File: config.mk
export PLATFORM = sky130hd
export DESIGN_NAME = bcr_regs
export DESIGN_NICKNAME = d
export VERILOG_FILES = /design/src/design/bcr_pkg.sv /design/src/design/bcr_regs.sv
export SDC_FILE = /design/constraint.sdc
export NUM_CORES = 1
export LEC_CHECK = 0
export BUFFER_PORTS_ARGS = -buffer_cell sky130_fd_sc_hd__buf_4
export CAP_MARGIN = 25
export CORE_ASPECT_RATIO = 0.6
export CORE_MARGIN = 1
export CORE_UTILIZATION = 45
export DETAILED_ROUTE_END_ITERATION = 8
export PLACE_DENSITY = 0.82
export SYNTH_ARGS = -nofsm -noshare
export SYNTH_HDL_FRONTEND = slang
export SYNTH_SLANG_ARGS = --single-unit
File: constraint.sdc
create_clock -name clock_i -period 1.8 [get_ports clock_i]
set_input_delay 0.09 -clock clock_i [delete_from_list [all_inputs] [get_ports clock_i]]
set_output_delay 0.09 -clock clock_i [all_outputs]
set_load 0.02 [all_outputs]
File: src/design/bcr_pkg.sv
// Purpose: Shared constants and types for the bridge id/status registers
// Assumes: 32-bit APB register access, one aligned word per register
// Notes: Offsets of words after the identification word are local choice
package bcr_pkg;

   // ****************************************************************
   // Register offsets (byte addresses)
   // ****************************************************************
   localparam logic [11:0] OFS_ID = 12'h000;
   localparam logic [11:0] OFS_CSR = 12'h004;
   localparam logic [11:0] OFS_IRQ_STAT = 12'h008;
   localparam logic [11:0] OFS_IRQ_MASK = 12'h00c;

   // ****************************************************************
   // Command/status word field positions
   // ****************************************************************
   localparam int POS_DPE = 31;
   localparam int POS_SSERR = 30;
   localparam int POS_RMA = 29;
   localparam int POS_RTA = 28;
   localparam int POS_STA = 27;
   localparam int POS_MDP = 24;
   localparam int POS_CAP_LIST = 20;
   localparam int POS_SYS_ERR_EN = 8;
   localparam int POS_PAR_RESP = 6;

   // ****************************************************************
   // Flag vector layout, shared by interrupt status and mask
   // ****************************************************************
   localparam int NUM_FLAGS = 6;
   localparam int FLG_DPE = 5;
   localparam int FLG_SSERR = 4;
   localparam int FLG_RMA = 3;
   localparam int FLG_RTA = 2;
   localparam int FLG_STA = 1;
   localparam int FLG_MDP = 0;

   // ****************************************************************
   // Reset values
   // ****************************************************************
   localparam logic [31:0] CSR_RESET = 32'h0010_0000;
   localparam logic [5:0] FLAGS_RESET = 6'h00;
   localparam logic [5:0] IRQ_MASK_RESET = 6'h00;
   localparam logic [31:0] RDATA_RESET = 32'h0000_0000;

   // Link events, one-cycle pulses
   typedef struct packed {
      logic poisoned_rx;
      logic bad_ecrc_rx;
      logic err_msg_tx;
      logic cpl_ur_rx;
      logic cpl_ca_rx;
      logic ca_cpl_tx;
      logic poisoned_cpl_rx;
      logic poisoned_wr_tx;
   } bcr_event_t;

   // Identification word halves
   typedef struct packed {
      logic [15:0] device;
      logic [15:0] vendor;
   } bcr_ident_t;

   // APB slave states
   typedef enum logic [1:0] {
      ST_IDLE = 2'b01,
      ST_ACCESS = 2'b10
   } bcr_state_t;

endpackage

File: src/design/bcr_regs.sv
// Purpose: Identification and command/status words with W1C error flags
// Assumes: Events and EEPROM load come from logic on clock_i
// Notes: One wait-free access phase per APB transfer
//
// Local design decision: register access over APB.
`timescale 1ns/1ps
`default_nettype none

// Behaviour
// Upper identification half is device code, loadable
// Lower identification half is vendor code, loadable
// Poisoned or bad ECRC TLP sets bit 31
// Error message sent with report enable sets 30
// Unsupported Request completion received sets bit 29
// Completer Abort completion received sets bit 28
// Sending Completer Abort completion sets bit 27
// Parity enable plus poisoned completion/write sets 24
// Bit 24 never set while parity enable clear
// Select timing bits 26:25 read zero
// Bits 23, 22, 21 read zero
// Capability list bit 20 reads one
// Interrupt status bit 19 reads zero
// Parity response enable bit 6, RW, reset 0
// System error report enable bit 8, RW, reset 0
// Zero written keeps flag; read-only writes ignored
// Set beats a coinciding clearing write
module bcr_regs #(
   parameter logic [15:0] DEVICE_ID_DEFAULT = 16'h5a01, // Arbitrary value
   parameter logic [15:0] VENDOR_ID_DEFAULT = 16'h3c02  // Arbitrary value
) (
   input wire logic clock_i,
   input wire logic srst_i,
   input wire logic ce_i,
   input wire logic psel_i,
   input wire logic penable_i,
   input wire logic pwrite_i,
   input wire logic [11:0] paddr_i,
   input wire logic [31:0] pwdata_i,
   output logic [31:0] prdata_o,
   output logic pready_o,
   output logic pslverr_o,
   input wire bcr_pkg::bcr_event_t event_i,
   input wire logic ee_load_i,
   input wire bcr_pkg::bcr_ident_t ee_ident_i,
   output logic parity_response_enable_o,
   output logic system_error_report_enable_o,
   output logic irq_o
);

   // ****************************************************************
   // State
   // ****************************************************************
   bcr_pkg::bcr_state_t state_r;
   bcr_pkg::bcr_state_t state_nxt;
   bcr_pkg::bcr_ident_t ident_r;
   logic [5:0] flags_r;
   logic [5:0] flags_nxt;
   logic [5:0] irq_stat_r;
   logic [5:0] irq_stat_nxt;
   logic [5:0] irq_mask_r;
   logic parity_response_enable_r;
   logic system_error_report_enable_r;
   logic [31:0] prdata_r;
   logic pready_r;
   logic pslverr_r;
   logic irq_r;

   // ****************************************************************
   // Address decode and strobes
   // ****************************************************************
   wire logic setup_w = psel_i & ~penable_i & (state_r == bcr_pkg::ST_IDLE);
   wire logic commit_w = psel_i & penable_i & pready_r &
      (state_r == bcr_pkg::ST_ACCESS);
   wire logic wr_w = commit_w & pwrite_i;
   wire logic hit_id_w = (paddr_i == bcr_pkg::OFS_ID);
   wire logic hit_csr_w = (paddr_i == bcr_pkg::OFS_CSR);
   wire logic hit_stat_w = (paddr_i == bcr_pkg::OFS_IRQ_STAT);
   wire logic hit_mask_w = (paddr_i == bcr_pkg::OFS_IRQ_MASK);
   wire logic hit_w = hit_id_w | hit_csr_w | hit_stat_w | hit_mask_w;
   wire logic wr_csr_w = wr_w & hit_csr_w;
   wire logic wr_stat_w = wr_w & hit_stat_w;
   wire logic wr_mask_w = wr_w & hit_mask_w;

   // ****************************************************************
   // Flag set conditions
   // ****************************************************************
   wire logic [5:0] set_w;
   assign set_w[bcr_pkg::FLG_DPE] = event_i.poisoned_rx |
      event_i.bad_ecrc_rx | event_i.poisoned_cpl_rx;
   assign set_w[bcr_pkg::FLG_SSERR] = event_i.err_msg_tx &
      system_error_report_enable_r;
   assign set_w[bcr_pkg::FLG_RMA] = event_i.cpl_ur_rx;
   assign set_w[bcr_pkg::FLG_RTA] = event_i.cpl_ca_rx;
   assign set_w[bcr_pkg::FLG_STA] = event_i.ca_cpl_tx;
   assign set_w[bcr_pkg::FLG_MDP] = parity_response_enable_r &
      (event_i.poisoned_cpl_rx | event_i.poisoned_wr_tx);

   // Clearing write bits gathered into flag layout
   wire logic [5:0] csr_clr_w = {6{wr_csr_w}} & {
      pwdata_i[bcr_pkg::POS_DPE], pwdata_i[bcr_pkg::POS_SSERR],
      pwdata_i[bcr_pkg::POS_RMA], pwdata_i[bcr_pkg::POS_RTA],
      pwdata_i[bcr_pkg::POS_STA], pwdata_i[bcr_pkg::POS_MDP]};
   wire logic [5:0] stat_clr_w = {6{wr_stat_w}} & pwdata_i[5:0];

   // Set wins over clear, zero bits keep their flag
   assign flags_nxt = (flags_r & ~csr_clr_w) | set_w;
   assign irq_stat_nxt = (irq_stat_r & ~stat_clr_w) | set_w;
   // New mask takes effect on the interrupt line at once
   wire logic [5:0] irq_mask_nxt = wr_mask_w ? pwdata_i[5:0] : irq_mask_r;
   wire logic irq_nxt = |(irq_stat_nxt & irq_mask_nxt);

   // ****************************************************************
   // Read data assembly
   // ****************************************************************
   wire logic [31:0] csr_word_w = {
      flags_r[bcr_pkg::FLG_DPE], flags_r[bcr_pkg::FLG_SSERR],
      flags_r[bcr_pkg::FLG_RMA], flags_r[bcr_pkg::FLG_RTA],
      flags_r[bcr_pkg::FLG_STA],
      2'b00,
      flags_r[bcr_pkg::FLG_MDP],
      3'b000,
      1'b1,
      1'b0,
      10'h000,
      system_error_report_enable_r,
      1'b0,
      parity_response_enable_r,
      6'h00};
   wire logic [31:0] rd_mux_w =
      hit_id_w ? ident_r :
      hit_csr_w ? csr_word_w :
      hit_stat_w ? {26'h0000000, irq_stat_r} :
      hit_mask_w ? {26'h0000000, irq_mask_r} : 32'h0000_0000;

   // APB state transition
   always_comb begin
      state_nxt = state_r;
      case (state_r)
         bcr_pkg::ST_IDLE: begin
            if (setup_w) begin
               state_nxt = bcr_pkg::ST_ACCESS;
            end
         end
         bcr_pkg::ST_ACCESS: begin
            state_nxt = bcr_pkg::ST_IDLE;
         end
         default: begin
            state_nxt = bcr_pkg::ST_IDLE;
         end
      endcase
   end

   // ****************************************************************
   // Registers
   // ****************************************************************
   // APB handshake and read data
   always_ff @(posedge clock_i) begin
      if (srst_i) begin
         state_r <= bcr_pkg::ST_IDLE;
         pready_r <= 1'b0;
         pslverr_r <= 1'b0;
         prdata_r <= bcr_pkg::RDATA_RESET;
      end else if (ce_i) begin
         state_r <= state_nxt;
         pready_r <= setup_w;
         pslverr_r <= setup_w & ~hit_w;
         prdata_r <= (setup_w & ~pwrite_i) ? rd_mux_w : prdata_r;
      end
   end

   // Identification word, EEPROM override
   always_ff @(posedge clock_i) begin
      if (srst_i) begin
         ident_r <= {DEVICE_ID_DEFAULT, VENDOR_ID_DEFAULT};
      end else if (ce_i && ee_load_i) begin
         ident_r <= ee_ident_i;
      end
   end

   // Command enables
   always_ff @(posedge clock_i) begin
      if (srst_i) begin
         parity_response_enable_r <=
            bcr_pkg::CSR_RESET[bcr_pkg::POS_PAR_RESP];
         system_error_report_enable_r <=
            bcr_pkg::CSR_RESET[bcr_pkg::POS_SYS_ERR_EN];
      end else if (ce_i && wr_csr_w) begin
         parity_response_enable_r <= pwdata_i[bcr_pkg::POS_PAR_RESP];
         system_error_report_enable_r <=
            pwdata_i[bcr_pkg::POS_SYS_ERR_EN];
      end
   end

   // Status flags, interrupt status, mask and line
   always_ff @(posedge clock_i) begin
      if (srst_i) begin
         flags_r <= bcr_pkg::FLAGS_RESET;
         irq_stat_r <= bcr_pkg::FLAGS_RESET;
         irq_mask_r <= bcr_pkg::IRQ_MASK_RESET;
         irq_r <= 1'b0;
      end else if (ce_i) begin
         flags_r <= flags_nxt;
         irq_stat_r <= irq_stat_nxt;
         irq_mask_r <= irq_mask_nxt;
         irq_r <= irq_nxt;
      end
   end

   // Outputs straight from flops
   assign prdata_o = prdata_r;
   assign pready_o = pready_r;
   assign pslverr_o = pslverr_r;
   assign parity_response_enable_o = parity_response_enable_r;
   assign system_error_report_enable_o = system_error_report_enable_r;
   assign irq_o = irq_r;
endmodule
`default_nettype wire

; Yosys cells after proc, flatten, opt, wreduce, memory -nomap -nowiden
; Cells that the tools add are included.
; W data, S select, Z words.
[word_totals]
ff_bits = 89
in_bits = 91
[classes]
eq_ne = 6
mux = 7
bitwise = 31
reduce_logical = 6
[ops]
columns = cell, n
row1 = $mux W32, 2
row2 = $and A6 B6 Y6, 5
row3 = $eq A12 B4 Y1 const B, 2
row4 = $mux W6, 3
row5 = $and A1 B1 Y1, 13
row6 = $eq A12 B3 Y1 const B, 1
row7 = $logic_not A12 Y1, 1
row8 = $not A6 Y6, 2
row9 = $or A6 B6 Y6, 2
row10 = $or A1 B1 Y1, 6
row11 = $reduce_or A6 Y1, 1
row12 = $mux W2, 2
row13 = $reduce_and A2 Y1, 2
row14 = $not A1 Y1, 3
row15 = $eq A2 B1 Y1 const B, 1
row16 = $eq A2 B2 Y1 const B, 1
row17 = $logic_and A1 B1 Y1, 2
row18 = $ne A2 B2 Y1 const B, 1

; Longest topological paths before layout
[logic_depth]
ltp_word = 11
depth_mapped = 8
depth_no_buf = 6

; Worst setup path after synthesis
; OpenSTA, ideal clock, no wires.
[synth_timing]
path_type = reg-to-reg
startpoint = register pready_r (netlist: pready_o)
endpoint = register irq_r (netlist: irq_o)
setup_time_ns = 0.142
arrival_ns = 1.692
required_ns = 1.658
path_slack_ns = -0.034
stages_incl_launch_ff = 7
period_less_slack_ns = 1.834
path_cell_list = dfxtp_1 -> and4bb_2 -> nand4_2 -> o31a_1 -> a2bb2oi_1 -> nor4_1 -> a311oi_1
[synth_via]
elab_chain_cells = 10
elab_cells_between_ends = 12
[synth_lines]
columns = element, line
row1 = from (decl), bcr_regs.sv:64  ; logic pready_r;
row2 = from (signal assigned), bcr_regs.sv:165  ; pready_r <= setup_w;
row3 = $and A1 B1 Y1 * (2 in a row), bcr_regs.sv:72  ; wire logic commit_w = psel_i & penable_i & pready_r &
row4 = $and A1 B1 Y1 *, bcr_regs.sv:74  ; wire logic wr_w = commit_w & pwrite_i;
row5 = $and A1 B1 Y1, bcr_regs.sv:81  ; wire logic wr_stat_w = wr_w & hit_stat_w;
row6 = $and A6 B6 Y6, bcr_regs.sv:103  ; wire logic [5:0] stat_clr_w = {6{wr_stat_w}} & pwdata_i[5:0];
row7 = $not A6 Y6, bcr_regs.sv:107  ; assign irq_stat_nxt = (irq_stat_r & ~stat_clr_w) | set_w;
row8 = $and A6 B6 Y6, bcr_regs.sv:107
row9 = $or A6 B6 Y6, bcr_regs.sv:107
row10 = $and A6 B6 Y6 *, bcr_regs.sv:110  ; wire logic irq_nxt = |(irq_stat_nxt & irq_mask_nxt);
row11 = $reduce_or A6 Y1 *, bcr_regs.sv:110
row12 = to (signal assigned), bcr_regs.sv:205  ; irq_r <= irq_nxt;
row13 = to (decl), bcr_regs.sv:66  ; logic irq_r;
; Mark *: on every way between the ends. The rest lies on a longest branch, timed or not.
; A chain may end at the register's enable or synchronous reset.

; Worst setup path in the final report
[layout_timing]
startpoint = register state_r[0]
endpoint = register prdata_r[18] (netlist: prdata_o[18])
[layout_via]
elab_chain_cells = 4
[layout_lines]
columns = element, line
row1 = from (decl), bcr_regs.sv:53  ; bcr_pkg::bcr_state_t state_r;
row2 = from (signal assigned), bcr_regs.sv:159  ; state_r <= bcr_pkg::ST_IDLE;
row3 = from (signal assigned), bcr_regs.sv:164  ; state_r <= state_nxt;
row4 = $eq A2 B1 Y1, bcr_regs.sv:71  ; wire logic setup_w = psel_i & ~penable_i & (state_r == bcr_pkg::ST_IDLE);
row5 = $and A1 B1 Y1, bcr_regs.sv:71
row6 = $and A1 B1 Y1, bcr_regs.sv:167  ; prdata_r <= (setup_w & ~pwrite_i) ? rd_mux_w : prdata_r;
row7 = $reduce_and A2 Y1 (no source line), --
row8 = to (signal assigned), bcr_regs.sv:162  ; prdata_r <= bcr_pkg::RDATA_RESET;
row9 = to (signal assigned), bcr_regs.sv:167
row10 = to (decl), bcr_regs.sv:63  ; logic [31:0] prdata_r;
; No other way between the ends.

==> results.md <==
- Status: finished, violations left
- Failing checks: setup timing
- WL per Instance: 17.15 um
- P_leak: 0.002265 uW
- Final Instance Count excl. Fillers: 688
- Largest area contributor in the netlist: dfxtp_1
- First-iteration detailed-routing DRC count: 350
- Worst path depth: 9
- Dominant cells by area after synthesis: dfxtp_1 48%, nand2_1 10%, a21oi_1 6.4%
- Chip height: 72.51 um
- Drc violations: 0
- Worst-path cell with the longest stage delay: or3_4
- Final Max Tran Viols: 0
- GRT overflow: 0
- Post-synth EDFFs: 0
- Power Dens Cells: 759.2 nW/um^2
- Post-Syn Area: 3729 um^2
- RePlAce Congestion: 0.9213
- Post-DP Area: 4741 um^2
- Slew margin rel.: 75.11%
- Initial Utilization: 46.93%
- Synthesized flop and latch total: 89
- Critical Path RT: 2.07 ns
- Clock Tree Root: clkbuf_16
- Final nets: 669
- Most common cell after layout, fill and taps aside: buf_4
- DIE AREA: 8666 um^2
- Largest stage delay on the critical path: 0.44 ns
- RSZ-0062 raised after global routing: yes
- Fmax: 518.2 MHz
- Mux share of post-synthesis cell area: 4.765%
- DP HPWL: 7977 um
- Xor/xnor share of the synthesized area: 0%
- Met3 usage: 8.097%
- R2r setup slk: -0.13 ns
- First-pass GRT wire length: 17,290 um
- Area grow syn2layout: 47.05%
- Register area share after synthesis: 47.79%
- Main synth FF type: dfxtp_1
- Clock Latency Late Sink: 0.33 ns
- Peak supply drop: 0.6541 mV
- Via count: 3,752
- Worst Path Arrival: 2.20 ns
- Most Used Layer, Global Route: met2
- CP top delay family: simple AND/OR/NAND/NOR gates
- Die width: 119.5 um
- WS Path Type: register to register
- Cells after synthesis: 439
- WL final: 11,800 um
- Area share of the largest cell type after synthesis: 47.79%
- R2R depth: 9
- Simple-gate share of the synthesized area: 25.20%
- Total clock buffers created by CTS: 9
- Clk_skew: 0.004367 ns
- Unique masters post-synth: 51
- All-layer global routing usage: 26.12%
- Top Ports: 128
- Via density: 5.453
- # port buffers: 109
- Final period util: 107.2%
- Worst slew pin tran: 0.3705 ns
- CTS tree: built
- Tmin final: 1.930 ns
- Row Count: 25
- Max-cap violations: 0
- Type of origin of the critical path: register
- Cell Chain, Critical Path: buf_4 -> buf_6 -> nor2b_4 -> nand4b_1 -> or3_4 -> nor2_8 -> clkbuf_16 -> a22oi_2 -> nor2_1
- Mapped Nets: 530
- Yosys warns: 0
- Placed insts: 649
- Largest family of logic cells by synthesized area: simple AND/OR/NAND/NOR gates
- Post-synth ARST share: 0%
- Most frequent cells in the layout: 130 x buf_4, 100 x nand2_1, 87 x dfxtp_1, 46 x nor2_1, 45 x a21oi_1
- H-Tree Depth: 3
- Clk buf depth: 2
- Clock Sinks: 89
- Largest net degree at the start of global routing: 38
- Post-synthesis compound-gate area fraction: 17.65%
- CP Capture Type: register
- CORE AREA: 7945 um^2
- Final hold violations: 0
- Met2 usage: 41.43%
- Number of global-route vias before repair: 3,502
- Layout cells sized above 1: 36.10%
- Crit path buffers/inverters: 3
- Final WS setup: -0.1297 ns
- First-pass iteration count of the detailed router: 8
- Hold Path Class: primary input to register
- Hold depth: 3
- Adder and majority gate portion of the synthesized area: 0%
- ANT nets after route: 0
- Antenna violations before repair: 1
- Final instance area: 5483 um^2
- Clk slew on worst S/H paths: 0.06 ns
- Avg Cell Area, Syn: 8.493 um^2
- Critical path peak fanout: 6
- Setup violations, final: 33
- GR met1 Demand/Resource: 34.67%
[tightest hold or removal path, delay by kind of cell]
family	cells	cell delay [ns]
compound gates	1	0.05
buf+inv	1	0.11
simple gates	1	0.04
[synth_stat cells (2+ instances only)]
cell	number
a22oi_1	16
and2_1	2
nand3b_1	10
nor3_1	2
nor2_1	56
clkbuf_1	22
a2bb2oi_1	3
inv_1	7
o21ai_0	8
dfxtp_1	89
a222oi_1	6
and4b_1	2
or3_1	2
a21oi_1	48
buf_2	2
nand3_1	5
buf_8	2
a22oi_2	6
nand2_1	101
nor4_4	2
nor2b_1	2
mux2_2	6
o31ai_1	2
mux2i_1	11
[final timing paths]
path,from,endpoint
max,state_r[0],prdata_o[18]
min,ee_ident_i[7],ident_r[7]
max reg2reg,state_r[0],prdata_o[18]
min reg2reg,ident_r[4],ident_r[4]
[sequential cells by signal (all words and copies together), names as in the netlist]
signal	flops
ident_r	32
prdata_o	32
flags_r	6
irq_mask_r	6
irq_stat_r	6
state_r	2
irq_o	1
parity_response_enable_o	1
pready_o	1
pslverr_o	1
system_error_report_enable_o	1
[per-layer routing]
| layer | vias to the layer above | share of wire [%] |
|---|---|---|
| li1 | 1792 | - |
| met5 | - | 0 |
| met2 | 181 | 44 |
| met3 | 19 | 9.1 |
| met4 | 0 | 1.6 |
| met1 | 1760 | 45 |
[where the power goes]
part	internal, uW	switching (uW)	total, uW	leakage, uW
registers	2030	35.8	2060	0.000724
logic	219	218	437	0.00141
clock network	976	688	1660	0.000129
[final cells by class]
class | count | area, um^2
diodes | 1 | 2.502
clock buffers | 11 | 252.7
clock inverters | 1 | 5.005
fillers | 643 | 2462
inverters | 7 | 26.28
multi-input cells | 314 | 1946
flip-flops and latches | 89 | 1784
well taps | 108 | 135.1
repair buffers | 157 | 1331
[timing repair]
action                                  CTS  global route
hold buffers                             16             0
gates cloned                              0             3
hold endpoints to repair                 16             0
pin swaps                                 5            23
buffers inserted                          3             4
gates resized for setup                  10            42
endpoints found under the setup margin   33            39
[metrics by stage]
| stage | power, uW | util [%] | TNS, ns | setup slack [ns] | hold slack [ns] |
|---|---|---|---|---|---|
| 6_report | 4163 | 69.01 | -2.935 | -0.1297 | 0.008357 |
| 5_1_grt | 4307 | 69.01 | -4.886 | -0.1746 | 0.01332 |
| 4_1_cts | 4152 | 65.73 | 0 | 0.004954 | 0.0001006 |
| 3_5_place_dp | 2480 | 59.67 | -3.283 | -0.1999 | 0.3074 |
| 3_3_place_gp | 2472 | 59.67 | -1.050 | -0.06444 | 0.3010 |
| 2_1_floorplan | 2271 | - | 0 | 0.05499 | 0.2140 |
[kinds of logic after synthesis]
kind of cell | count (synthesis)
buf+inv | 36
mux | 17
simple gates | 199
compound gates | 98
flops | 89
Power figures use the tool's default switching activity.
